--- config.mk ---
export PLATFORM = sky130hd
export DESIGN_NAME = esa_dev_flat
export DESIGN_NICKNAME = d
export VERILOG_FILES = /design/src/esa_pkg.sv /design/src/esa_if.sv /design/src/esa_dev.sv /design/src/flat_wrapper.sv
export SDC_FILE = /design/constraint.sdc
export NUM_CORES = 1
export LEC_CHECK = 0
export ABC_AREA = 1
export BUFFER_PORTS_ARGS = -buffer_cell sky130_fd_sc_hd__buf_2
export CAP_MARGIN = 20
export CORE_MARGIN = 4
export CORE_UTILIZATION = 56
export CTS_CLUSTER_DIAMETER = 200
export DETAILED_ROUTE_END_ITERATION = 8
export GPL_TIMING_DRIVEN = 0
export PLACE_DENSITY = 0.79
export RECOVER_POWER = 100
export SYNTH_ARGS = -nofsm -noshare
export SYNTH_HDL_FRONTEND = slang
export SYNTH_SLANG_ARGS = --single-unit
--- constraint.sdc ---
create_clock -name i_clk -period 5.1 [get_ports i_clk]
set_clock_uncertainty 0.05 [all_clocks]
set_input_delay 0 -clock i_clk [delete_from_list [all_inputs] [get_ports i_clk]]
set_output_delay 0 -clock i_clk [all_outputs]
set_load 0.01 [all_outputs]
--- src/esa_pkg.sv ---
// Package for the lane eye-scan and equalizer-analysis block.
// Shared by the receiver-side diagnostic end and the controller end.
package esa_pkg;
	// ==========================================================================
	// Geometry
	localparam int NUM_LANES   = 2;
	localparam int MODE_W      = 4;
	localparam int VOFS_W      = 8;
	localparam int POFS_W      = 6;
	localparam int BITSEL_W    = 5;
	localparam int LEN_W       = 4;
	localparam int CNT_W       = 32;
	localparam int EQF_W       = 2;
	localparam int EQLVL_W     = 5;
	localparam int ADDR_W      = 8;
	localparam int DATA_W      = 32;

	// ==========================================================================
	// Scan modes and decimation
	localparam logic [MODE_W-1:0] MODE_COUNT_MATCH = 4'h1;
	localparam logic [MODE_W-1:0] MODE_AUTO_FIRST  = 4'h8;
	localparam logic [MODE_W-1:0] MODE_INNER       = 4'h8;
	localparam logic [MODE_W-1:0] MODE_OUTER       = 4'h9;
	localparam logic [MODE_W-1:0] MODE_AVERAGE     = 4'hA;
	localparam logic [BITSEL_W-1:0] DECIM_LAST     = 5'h13;
	localparam logic [VOFS_W-1:0]   VOFS_MAX       = 8'hFF;

	// ==========================================================================
	// Equalizer functions
	localparam logic [EQF_W-1:0] EQF_ADAPT = 2'h1;
	localparam logic [EQF_W-1:0] EQF_PRE   = 2'h2;
	localparam logic [EQF_W-1:0] EQF_POST  = 2'h3;
	localparam logic [EQLVL_W-1:0] EQLVL_RST = 5'h10;

	// ==========================================================================
	// Timing: one unit interval is one lane clock cycle here.
	localparam int FREEZE_UI       = 48;
	localparam int CURSOR_UI       = 150000;
	localparam int FREEZE_CYC      = (FREEZE_UI < 1) ? 1 : FREEZE_UI;
	localparam int CURSOR_CYC      = (CURSOR_UI < 1) ? 1 : CURSOR_UI;
	localparam int ADAPT_PERIOD    = 64;

	// ==========================================================================
	// Controller register map (Wishbone byte addresses)
	localparam logic [ADDR_W-1:0] REG_CTRL   = 8'h00;
	localparam logic [ADDR_W-1:0] REG_SCAN   = 8'h04;
	localparam logic [ADDR_W-1:0] REG_EQ     = 8'h08;
	localparam logic [ADDR_W-1:0] REG_STAT   = 8'h0C;
	localparam logic [ADDR_W-1:0] REG_COUNT0 = 8'h10;
	localparam logic [ADDR_W-1:0] REG_COUNT1 = 8'h14;
	localparam logic [ADDR_W-1:0] REG_BOUND  = 8'h18;
	localparam logic [ADDR_W-1:0] REG_IRQ_ST = 8'h1C;
	localparam logic [ADDR_W-1:0] REG_IRQ_MK = 8'h20;
	// REG_CTRL fields
	localparam int CTRL_RXEN = 0;
	localparam int CTRL_RUN  = 1;
	localparam int CTRL_CLR  = 2;
	localparam int CTRL_FRZ  = 3;
	localparam int CTRL_EQF  = 4;
	// REG_SCAN fields
	localparam int SCAN_MODE = 0;
	localparam int SCAN_VOFS = 4;
	localparam int SCAN_POFS = 12;
	localparam int SCAN_BSEL = 18;
	localparam int SCAN_LEN  = 23;
	// IRQ bits
	localparam int IRQ_DONE  = 0;
	localparam int IRQ_OVER  = 1;
	localparam int IRQ_UNDER = 2;
	localparam int IRQ_W     = 3;
endpackage

--- src/esa_if.sv ---
// Interface joining the diagnostic receiver end and its controller.
// Assumes both ends share one clock and one reset.
`timescale 1ns/1ns
`default_nettype none
interface esa_if;
	import esa_pkg::*;
	logic                                receiver_enable;
	logic                                scan_run;
	logic                                counter_clear;
	logic [MODE_W-1:0]                   eye_scan_mode_select;
	logic [VOFS_W-1:0]                   scan_voltage_offset;
	logic [POFS_W-1:0]                   scan_phase_offset;
	logic [BITSEL_W-1:0]                 decimation_phase_select;
	logic [LEN_W-1:0]                    scan_length_setting;
	logic [EQF_W-1:0]                    equalizer_function_select;
	logic                                equalizer_freeze;
	logic [NUM_LANES-1:0]                scan_complete_flag;
	logic [NUM_LANES-1:0][CNT_W-1:0]     mismatch_count;
	logic [NUM_LANES-1:0][VOFS_W-1:0]    boundary_offset_readback;
	logic [EQLVL_W-1:0]                  equalizer_level_readback;
	logic                                over_equalized_flag;
	logic                                under_equalized_flag;

	modport dev (
		input  receiver_enable, scan_run, counter_clear, eye_scan_mode_select, scan_voltage_offset,
		       scan_phase_offset, decimation_phase_select, scan_length_setting,
		       equalizer_function_select, equalizer_freeze,
		output scan_complete_flag, mismatch_count, boundary_offset_readback,
		       equalizer_level_readback, over_equalized_flag, under_equalized_flag
	);
	modport ctl (
		output receiver_enable, scan_run, counter_clear, eye_scan_mode_select, scan_voltage_offset,
		       scan_phase_offset, decimation_phase_select, scan_length_setting,
		       equalizer_function_select, equalizer_freeze,
		input  scan_complete_flag, mismatch_count, boundary_offset_readback,
		       equalizer_level_readback, over_equalized_flag, under_equalized_flag
	);
endinterface
`default_nettype wire

--- src/esa_dev.sv ---
// Receiver-side eye-scan and equalizer-analysis logic, one instance for all lanes.
// Assumes the lane data arrives as one bit per lane per clock, synchronous to i_clk.
`timescale 1ns/1ns
`default_nettype none
module esa_dev (
	input  wire logic                         i_clk,
	input  wire logic                         i_rst,
	input  wire logic [esa_pkg::NUM_LANES-1:0] i_lane_bit,
	input  wire logic [esa_pkg::NUM_LANES-1:0] i_lane_active,
	input  wire logic [esa_pkg::NUM_LANES-1:0] i_lane_ref,
	esa_if.dev                                 bus
);
	import esa_pkg::*;

	// ==========================================================================
	// Eye sampler model: the offset sampler reads the bit with the voltage
	// offset compared against unsigned thresholds built from the phase offset, {2'h2, p} for a one bit and {2'h1, p} for a zero bit.
	function automatic logic offs_sample(input logic b, input logic [VOFS_W-1:0] v,
	                                     input logic [POFS_W-1:0] p);
		logic [VOFS_W-1:0] thr;
		thr = {2'h2, p};
		offs_sample = b ? (v < thr) : (v >= thr) ? 1'b0 : 1'b0;
		if (b && v >= thr)
			offs_sample = 1'b0;
		if (!b && v < {2'h1, p})
			offs_sample = 1'b0;
		else if (!b)
			offs_sample = 1'b1;
	endfunction

	function automatic logic [CNT_W-1:0] len_samples(input logic [LEN_W-1:0] l);
		len_samples = CNT_W'(64) << l;
	endfunction

	logic                                 auto_mode;
	logic [BITSEL_W-1:0]                  decim_q;
	logic                                 take;
	logic                                 run_d1_q;
	logic [CNT_W-1:0]                     smp_q;
	logic [NUM_LANES-1:0]                 done_q;
	logic [NUM_LANES-1:0]                 lane_sel_q;
	logic [NUM_LANES-1:0][CNT_W-1:0]      cnt_q;
	logic [NUM_LANES-1:0][VOFS_W-1:0]     vofs_q;
	logic [NUM_LANES-1:0][VOFS_W-1:0]     bnd_q;

	assign auto_mode = (bus.eye_scan_mode_select >= MODE_AUTO_FIRST);
	assign take      = bus.receiver_enable && bus.scan_run && (decim_q == bus.decimation_phase_select);

	// ==========================================================================
	// Decimate-by-20 phase counter.
	always_ff @(posedge i_clk or posedge i_rst) begin
		if (i_rst)
			decim_q <= '0;
		else if (decim_q == DECIM_LAST)
			decim_q <= '0;
		else
			decim_q <= decim_q + 1'b1;
	end

	// ==========================================================================
	// Run sequencing shared by all lanes, so every enabled lane starts together.
	always_ff @(posedge i_clk or posedge i_rst) begin
		if (i_rst) begin
			run_d1_q   <= 1'b0;
			smp_q      <= '0;
			lane_sel_q <= '0;
		end else begin
			run_d1_q <= bus.scan_run;
			if (bus.scan_run && !run_d1_q) begin
				smp_q      <= '0;
				lane_sel_q <= i_lane_active;
			end else if (take && smp_q != len_samples(bus.scan_length_setting))
				smp_q <= smp_q + 1'b1;
		end
	end

	// Per-lane counting and boundary search.
	for (genvar g = 0; g < NUM_LANES; g++) begin : g_lane
		logic hit;
		logic got;
		assign got = offs_sample(i_lane_bit[g], auto_mode ? vofs_q[g] : bus.scan_voltage_offset,
		                         bus.scan_phase_offset);
		assign hit = (bus.eye_scan_mode_select == MODE_COUNT_MATCH) ? (got == i_lane_ref[g])
		                                                           : (got != i_lane_ref[g]);

		always_ff @(posedge i_clk or posedge i_rst) begin
			if (i_rst) begin
				done_q[g] <= 1'b0;
				cnt_q[g]  <= '0;
				vofs_q[g] <= '0;
				bnd_q[g]  <= '0;
			end else begin
				if (!bus.scan_run)
					done_q[g] <= 1'b0;
				else if (lane_sel_q[g] && run_d1_q && smp_q == len_samples(bus.scan_length_setting))
					done_q[g] <= 1'b1;
				if (bus.counter_clear)
					cnt_q[g] <= '0;
				else if (take && lane_sel_q[g] && run_d1_q && !done_q[g] && !auto_mode && hit)
					cnt_q[g] <= cnt_q[g] + 1'b1;
				if (bus.scan_run && !run_d1_q)
					vofs_q[g] <= (bus.eye_scan_mode_select == MODE_OUTER) ? VOFS_MAX : '0;
				else if (take && lane_sel_q[g] && auto_mode && !done_q[g]) begin
					// Inner: highest offset still reading zero on a lane whose reference is one.
					if (bus.eye_scan_mode_select == MODE_INNER && !got && i_lane_ref[g]) begin
						bnd_q[g]  <= vofs_q[g];
						vofs_q[g] <= vofs_q[g] + 1'b1;
					end else if (bus.eye_scan_mode_select == MODE_OUTER && got != i_lane_ref[g]) begin
						bnd_q[g]  <= vofs_q[g];
						vofs_q[g] <= vofs_q[g] - 1'b1;
					end else if (bus.eye_scan_mode_select == MODE_AVERAGE) begin
						bnd_q[g]  <= VOFS_W'((VOFS_W+1)'(bnd_q[g]) + (VOFS_W+1)'(vofs_q[g]) >> 1);
						vofs_q[g] <= vofs_q[g] + 1'b1;
					end
				end
			end
		end
	end

	assign bus.scan_complete_flag       = done_q;
	assign bus.mismatch_count           = cnt_q;
	assign bus.boundary_offset_readback = bnd_q;

	// ==========================================================================
	// Equalizer. Adaptation nudges the level toward data edges once per period;
	// cursor analysis integrates early and late error for a fixed window.
	logic [EQLVL_W-1:0] lvl_q;
	logic               frz_q;
	logic [5:0]         frz_dly_q;
	logic [7:0]         adp_q;
	logic [17:0]        win_q;
	logic signed [19:0] acc_q;
	logic               over_q;
	logic               under_q;
	logic               cursor;

	assign cursor = (bus.equalizer_function_select == EQF_PRE) || (bus.equalizer_function_select == EQF_POST);

	always_ff @(posedge i_clk or posedge i_rst) begin
		if (i_rst) begin
			frz_q     <= 1'b0;
			frz_dly_q <= '0;
		end else if (bus.equalizer_freeze != frz_q) begin
			if (frz_dly_q == 6'(FREEZE_CYC - 1)) begin
				frz_q     <= bus.equalizer_freeze;
				frz_dly_q <= '0;
			end else
				frz_dly_q <= frz_dly_q + 1'b1;
		end else
			frz_dly_q <= '0;
	end

	always_ff @(posedge i_clk or posedge i_rst) begin
		if (i_rst) begin
			lvl_q <= EQLVL_RST;
			adp_q <= '0;
		end else if (bus.receiver_enable && !frz_q && bus.equalizer_function_select == EQF_ADAPT) begin
			adp_q <= adp_q + 1'b1;
			if (adp_q == 8'(ADAPT_PERIOD - 1)) begin
				adp_q <= '0;
				if (i_lane_bit[0] != i_lane_ref[0] && lvl_q != '1)
					lvl_q <= lvl_q + 1'b1;
				else if (i_lane_bit[0] == i_lane_ref[0] && lvl_q != '0)
					lvl_q <= lvl_q - 1'b1;
			end
		end
	end
	assign bus.equalizer_level_readback = lvl_q;

	always_ff @(posedge i_clk or posedge i_rst) begin
		if (i_rst) begin
			win_q   <= '0;
			acc_q   <= '0;
			over_q  <= 1'b0;
			under_q <= 1'b0;
		end else if (frz_q) begin
			win_q   <= '0;
			acc_q   <= '0;
			over_q  <= 1'b0;
			under_q <= 1'b0;
		end else if (cursor && bus.receiver_enable && win_q != 18'(CURSOR_CYC)) begin
			win_q <= win_q + 1'b1;
			if (i_lane_bit[0] != i_lane_ref[0])
				acc_q <= (bus.equalizer_function_select == EQF_PRE) ? acc_q + 20'sd1 : acc_q - 20'sd1;
			if (win_q == 18'(CURSOR_CYC - 1)) begin
				over_q  <= (acc_q > 0);
				under_q <= (acc_q < 0);
			end
		end
	end
	assign bus.over_equalized_flag  = over_q;
	assign bus.under_equalized_flag = under_q;
endmodule
`default_nettype wire

--- src/flat_wrapper.sv ---
// flat-port wrapper written by rule: the top's interface ports become plain ports
module esa_dev_flat import esa_pkg::*;
  (i_clk, i_rst, i_lane_bit, i_lane_active, i_lane_ref, bus_receiver_enable, bus_scan_run, bus_counter_clear, bus_eye_scan_mode_select, bus_scan_voltage_offset, bus_scan_phase_offset, bus_decimation_phase_select, bus_scan_length_setting, bus_equalizer_function_select, bus_equalizer_freeze, bus_scan_complete_flag, bus_mismatch_count, bus_boundary_offset_readback, bus_equalizer_level_readback, bus_over_equalized_flag, bus_under_equalized_flag);
  esa_if bus_i ();
  input  wire logic i_clk;
  input  wire logic i_rst;
  input  wire logic [esa_pkg::NUM_LANES-1:0] i_lane_bit;
  input  wire logic [esa_pkg::NUM_LANES-1:0] i_lane_active;
  input  wire logic [esa_pkg::NUM_LANES-1:0] i_lane_ref;
  input wire logic [$bits(bus_i.receiver_enable)-1:0] bus_receiver_enable;
  input wire logic [$bits(bus_i.scan_run)-1:0] bus_scan_run;
  input wire logic [$bits(bus_i.counter_clear)-1:0] bus_counter_clear;
  input wire logic [$bits(bus_i.eye_scan_mode_select)-1:0] bus_eye_scan_mode_select;
  input wire logic [$bits(bus_i.scan_voltage_offset)-1:0] bus_scan_voltage_offset;
  input wire logic [$bits(bus_i.scan_phase_offset)-1:0] bus_scan_phase_offset;
  input wire logic [$bits(bus_i.decimation_phase_select)-1:0] bus_decimation_phase_select;
  input wire logic [$bits(bus_i.scan_length_setting)-1:0] bus_scan_length_setting;
  input wire logic [$bits(bus_i.equalizer_function_select)-1:0] bus_equalizer_function_select;
  input wire logic [$bits(bus_i.equalizer_freeze)-1:0] bus_equalizer_freeze;
  output wire logic [$bits(bus_i.scan_complete_flag)-1:0] bus_scan_complete_flag;
  output wire logic [$bits(bus_i.mismatch_count)-1:0] bus_mismatch_count;
  output wire logic [$bits(bus_i.boundary_offset_readback)-1:0] bus_boundary_offset_readback;
  output wire logic [$bits(bus_i.equalizer_level_readback)-1:0] bus_equalizer_level_readback;
  output wire logic [$bits(bus_i.over_equalized_flag)-1:0] bus_over_equalized_flag;
  output wire logic [$bits(bus_i.under_equalized_flag)-1:0] bus_under_equalized_flag;
  assign bus_i.receiver_enable = bus_receiver_enable;
  assign bus_i.scan_run = bus_scan_run;
  assign bus_i.counter_clear = bus_counter_clear;
  assign bus_i.eye_scan_mode_select = bus_eye_scan_mode_select;
  assign bus_i.scan_voltage_offset = bus_scan_voltage_offset;
  assign bus_i.scan_phase_offset = bus_scan_phase_offset;
  assign bus_i.decimation_phase_select = bus_decimation_phase_select;
  assign bus_i.scan_length_setting = bus_scan_length_setting;
  assign bus_i.equalizer_function_select = bus_equalizer_function_select;
  assign bus_i.equalizer_freeze = bus_equalizer_freeze;
  assign bus_scan_complete_flag = bus_i.scan_complete_flag;
  assign bus_mismatch_count = bus_i.mismatch_count;
  assign bus_boundary_offset_readback = bus_i.boundary_offset_readback;
  assign bus_equalizer_level_readback = bus_i.equalizer_level_readback;
  assign bus_over_equalized_flag = bus_i.over_equalized_flag;
  assign bus_under_equalized_flag = bus_i.under_equalized_flag;
  esa_dev u_core (.i_clk(i_clk), .i_rst(i_rst), .i_lane_bit(i_lane_bit), .i_lane_active(i_lane_active), .i_lane_ref(i_lane_ref), .bus(bus_i));
endmodule
Yosys cells after proc, flatten, opt, wreduce, memory -nomap -nowiden:

Cells that the tools add are included.

* word-level logic and storage cells: 198
* bits of input ports: 41
* bits in registers: 198

* bitwise operators: 1
* add/subtract/negate cells: 17
* eq/ne operators: 25
* shift-type cells: 1
* magnitude comparators: 9
* reductions and logical operators: 70
* multiplexer cells: 55

Operators by type and width (count)
* $mux 32: 6
* $mux 8: 20
* $add 32x1->32 const B: 3
* $mux 20: 4
* $logic_and 1x1->1: 38
* $mux 18: 2
* $eq 32x32->1: 1
* $ne 32x32->1: 1
* $shl 7x4->32 const A: 1
* $add 8x1->8 const B: 3
* $add 20x2->20 const B: 1
* $gt 20x1->1 const B: 1
* $lt 20x1->1 const B: 1
* $sub 20x2->20 const B: 1
* $add 18x1->18 const B: 1
* $add 8x8->9: 2
* $eq 18x18->1 const B: 1
* $mux 1: 18
* $ne 18x18->1 const B: 1
* $reduce_bool 2->1: 9
* $ge 8x8->1: 2
* $lt 8x7->1: 2
* $lt 8x8->1: 2
* $sub 8x1->8 const B: 2
* 26 further kinds: 55

Longest topological paths before layout:

* depth after elaboration: 13
* mapped depth: 22
* depth with buffers taken out: 21

Worst setup path after synthesis:

Ideal clock, no wire load.

* path type: flip-flop to flip-flop
* from: reg u_core.vofs_q[11] (netlist bit)
* to: reg u_core.cnt_q (netlist bit u_core.bus.mismatch_count[52])
* arrival time: 2.347 ns
* setup time: 0.118 ns
* cell stages (with the launch flop): 18
* setup slack: 2.585 ns
* period minus slack after synthesis: 2.515 ns
* path through: dfrtp_1 -> clkbuf_1 -> inv_1 -> o21ai_0 -> ha_1 -> a21oi_1 -> nand2_1 -> nand2_1 -> nand2_1 -> nand2_1 -> nand2_2 -> nand2_4 -> nand2_2 -> xnor2_4 -> nand2_4 -> buf_6 -> nand3_1 -> nand2_1

* longest elaborated chain between the ends: 10
* elaborated cells between the ends (all ways): 14

RTL lines
* from (decl): RTL line esa_dev.sv:43 `logic [NUM_LANES-1:0][VOFS_W-1:0] vofs_q;`
* from (signal, indexed assignment): RTL line esa_dev.sv:102 `vofs_q[g] <= (bus.eye_scan_mode_select == MODE_OUTER) ? VOFS_MAX : '0;`
* from (signal, indexed assignment): RTL line esa_dev.sv:107 `vofs_q[g] <= vofs_q[g] + 1'b1;`
* from (signal, indexed assignment): RTL line esa_dev.sv:110 `vofs_q[g] <= vofs_q[g] - 1'b1;`
* $mux 8 (*): RTL line esa_dev.sv:81 `assign got = offs_sample(i_lane_bit[g], auto_mode ? vofs_q[g] : bus.scan_voltage_offset,`
* $ge 8x8->1
* $logic_and 1x1->1: RTL line esa_dev.sv:23 `if (b && v >= thr)`
* $mux 1: RTL line esa_dev.sv:23
* $mux 1: RTL line esa_dev.sv:27 `else if (!b)`
* $mux 1 (*): RTL line esa_dev.sv:25 `if (!b && v < {2'h1, p})`
* $ne 1x1->1 / $eq 1x1->1 (equally long branches): RTL line esa_dev.sv:84, esa_dev.sv:83
* $mux 1 (*): RTL line esa_dev.sv:83 `assign hit = (bus.eye_scan_mode_select == MODE_COUNT_MATCH) ? (got == i_lane_ref[g])`
* $logic_and 1x1->1 (*): RTL line esa_dev.sv:99 `else if (take && lane_sel_q[g] && run_d1_q && !done_q[g] && !auto_mode && hit)`
* $reduce_bool 2->1 (no line) (*)
* to (signal, indexed assignment): RTL line esa_dev.sv:100 `cnt_q[g] <= cnt_q[g] + 1'b1;`
* to (decl): RTL line esa_dev.sv:42 `logic [NUM_LANES-1:0][CNT_W-1:0] cnt_q;`

Mark *: on every way between the ends. The rest lies on a longest branch, timed or not.
A chain may end at the register's enable or synchronous reset.

Final worst setup path:

* from: reg u_core.vofs_q[11] (netlist bit)
* to: reg u_core.cnt_q (netlist bit u_core.bus.mismatch_count[46])

The elaborated chain is that of the path after synthesis.

==> results.md <==
* Starting Density at 57.37%
* Routed vias/inst at 5.792
* Max-Cap Viols at 2
* Slew at the pin closest to its max-slew limit at 2.312 ns
* Total length of routed wires at 42040 microns
* Hold endpoint: u_core.bus.boundary_offset_readback[6]$_DFFE_PP0P_
* Status: finished, violations left
* Hold crit path type: in -> reg
* R2R depth at 16
* CTS resizes at 0
* Congestion Overflow GR at 0
* CP Launch Type: flip-flop
* Complex-gate fraction of the synthesized area at 6.258%
* Routability cong. at 0.9881
* CP Capture Type: flip-flop
* Clock-pin slew on the worst setup and hold paths at 0.09 ns
* Die area at 0.02953 sq mm
* CP Max Fanout at 10
* FF-to-FF End: u_core.bus.mismatch_count[46]$_DFFE_PP0P_
* Sequential area share after synthesis at 32.96%
* Peak VDD IR at 179.4 uV
* Reg2Reg Setup Slack at 1.27 ns
* Hold Fails Final Rpt at 0
* Area leader, netlist: dfrtp_1
* Global-route wire length before repair at 69600 microns
* Largest family of logic cells by synthesized area: simple AND/OR/NAND/NOR gates
* DRC Markers at 0
* Post-Synth Simple-Gate Area at 36.98%
* Critical path arrival at 4.15 ns
* CTS root buf: clkbuf_16
* # hold bufs at CTS at 8
* Top-count cell post-synth: nand2_1
* Vias in the first global route at 14313
* Flops & latches, synth at 198
* Area of the mapped netlist at 0.01503 sq mm
* Clock Sinks at 198
* Placed Area at 0.01619 sq mm
* Layout cell share with drive strength beyond 1 at 4.789%
* Longest Clk Path Bufs at 2
* Die H at 171.9 microns
* Power density over the cells at 233.4 mW/mm^2
* DR WL/cell at 15.85 microns
* Nets at 2410
* Fmax at 261.1 MHz
* Worst reg2reg startpoint: u_core.vofs_q[11]$_DFFE_PP0P_
* Post-Route Setup TNS at 0 ns
* P&R area growth vs syn at 10.24%
* Asr flop ratio synth at 100.0%
* Synthesis Warnings at 0
* Largest net degree at the start of global routing at 43
* Row count at 59
* CP Data Required Time at 5.42 ns
* Initial antenna violation count at 0
* Total CTS buffers at 17
* Number of post-CTS setup repair buffers at 0
* Setup violators final at 0
* Post-synthesis xor/xnor area fraction at 9.221%
* GRT Util Overall at 28.30%
* Hold WS at 0.01366 ns
* Post-synthesis area per instance at 7.003 sq um
* Ports at 130
* Failing checks: max-capacitance violations, max-slew violations
* Area contributors post-synth: dfrtp_1 33%, nand2_1 14%, nand3_1 7.1%
* Final period demand of the worst path at 3.830 ns
* Post-synth top cells: 549 x nand2_1, 250 x inv_1, 214 x nand3_1
* DP Cell Count at 2613
* Max Slew Vio Count at 77
* Port bufs at 126
* Synth Flop Type: dfrtp_1
* ANT cells at 0
* Syn_nets at 2252
* Core area at 0.02621 sq mm
* CP Class: reg -> reg
* Adder-cell area share of the yosys netlist at 5.526%
* Distinct cells, synth at 50
* Slew headroom at -54.17%
* Post-DRT Antenna Nets at 0
* H-tree Lvls at 4
* Fin area at 0.01657 sq mm
* Vias at 15367
* Die Wd at 171.9 microns
* Hold Path Depth at 6
* Post-synthesis mux area share at 0.07490%
* CTS tree: done
* Mapped Cells at 2147
* Ratio of final minimum period to clock period at 75.10%
* Final Non-Filler Cells at 2653
* EDFF count, synth at 0
* Hold path start: bus_eye_scan_mode_select[0]
* HPWL after detailed placement at 31760 microns
* Drt pass-1 iters at 6
* Detailed Route Iter0 Violations at 1484
* Unrepaired setup endpoints after global routing: false
* Skew-Pair Late Insertion Delay at 0.45 ns
* Share of the synthesized area in the top cell type at 32.79%
* Static leakage at 0.008384 uW
worst max-delay path by stage:
stage                                        startpoint                                            endpoint  slack [ns]  cells after the start
final                     u_core.vofs_q[11]$_DFFE_PP0P_           u_core.bus.mismatch_count[46]$_DFFE_PP0P_        1.27                     16
after global routing      u_core.vofs_q[10]$_DFFE_PP0P_           u_core.bus.mismatch_count[42]$_DFFE_PP0P_        0.98                     18
after CTS                  u_core.vofs_q[3]$_DFFE_PP0P_  u_core.bus.boundary_offset_readback[1]$_DFFE_PP0P_        1.96                     19
after detailed placement   u_core.vofs_q[3]$_DFFE_PP0P_  u_core.bus.boundary_offset_readback[1]$_DFFE_PP0P_        2.01                     19
after global placement                            i_rst           u_core.bus.mismatch_count[26]$_DFFE_PP0P_        1.21                      2
after floorplan                                   i_rst                         u_core.acc_q[0]$_DFFE_PP0P_        2.49                      1
placed cells by master (no fill, tap or decap), drive strengths merged:
cell type | synthesis | final
nand2 | 565 | 565
inv | 254 | 261
nand3 | 221 | 221
dfrtp | 197 | 197
nor2 | 172 | 172
clkbuf | 36 | 160
nand4 | 150 | 150
xor2 | 95 | 95
o21ai | 86 | 86
nor3 | 71 | 71
buf | 43 | 68
a21oi | 61 | 61
ha | 60 | 60
xnor2 | 59 | 59
nor4 | 30 | 30
o22ai | 9 | 9
dlygate4sd3 | 0 | 8
a31oi | 6 | 6
nand3b | 4 | 4
fa | 4 | 4
clkinv | 1 | 4
nor3b | 3 | 3
o21bai | 3 | 3
or2 | 3 | 3
clkinvlp | 0 | 3
o2111ai | 2 | 2
a21o | 2 | 2
o211a | 2 | 2
a221oi | 1 | 1
a22o | 1 | 1
or3 | 1 | 1
o31ai | 1 | 1
mux2 | 1 | 1
and3 | 1 | 1
o21a | 1 | 1
bufinv | 0 | 1
dfstp | 1 | 1
critical path, cell delays in order, from the launching register on:
cell and delay [ns]:
dfrtp_1 0.36, clkbuf_1 0.27, inv_1 0.15, o21ai_0 0.18
ha_1 0.27, a21oi_1 0.20, nand2_1 0.09, nand2_1 0.08
nand2_1 0.05, nand2_1 0.16, nand2_2 0.07, nand2_1 0.27
nand2_2 0.10, xnor2_1 0.73, clkbuf_1 0.45, nand4_1 0.15
nand2_1 0.11
per-stage QoR:
step	utilization, %	worst slack, ns	total power, uW
floorplan	-	2.490	2288
global placement	61.39	1.209	2453
detailed placement	61.77	2.006	2487
CTS	64.36	1.965	3899
global route	63.25	0.9767	4075
finish	63.25	1.270	3868
area by class of cell:
type                            count  area [sq um]
Sequential cell                   198          4956
Timing Repair Buffer              139         665.6
Clock inverter                     14         158.9
Fill cell                        2391          9632
Multi-Input combinational cell   1615          8633
Tap cell                          335         419.2
Inverter                          255         958.4
Clock buffer                       18         439.2
Buffer                             79         344.1
routing by layer:
| layer | up-vias | global-route usage, % | wire length [microns] |
|---|---|---|---|
| met2 | 645 | 46.01 | 19460 |
| met3 | 88 | 3.589 | 3001 |
| met5 | - | 0 | 0 |
| met4 | 0 | 8.134 | 1042 |
| met1 | 7210 | 40.05 | 18530 |
| li1 | 7424 | - | - |
report_power, final:
group	switching (uW)	total, uW	internal [uW]	leakage, uW
Combinational	509	781	272	0.00539
Sequential	63.4	1670	1610	0.00271
Clock	702	1410	713	0.000287
state kept, by name, indices dropped and copies added (netlist names), 2 cells and up:
register                             count
u_core.bus.mismatch_count               64
u_core.smp_q                            32
u_core.acc_q                            20
u_core.win_q                            18
u_core.bus.boundary_offset_readback     16
u_core.vofs_q                           16
u_core.adp_q                             8
u_core.frz_dly_q                         6
u_core.bus.equalizer_level_readback      5
u_core.decim_q                           5
u_core.bus.scan_complete_flag            2
u_core.lane_sel_q                        2
kinds of logic (layout without fill, tap and decap cells):
group                      after synthesis  in the layout
AOI/OAI and AO/OA                      175            175
and+or+nand+nor                       1221           1221
muxes                                    1              1
DFF                                    198            198
xor gates and xnor gates               154            154
buffers and inverters                  334            505
adders and majority gates               64             64
Note: power is estimated with default switching activity, not from simulation.
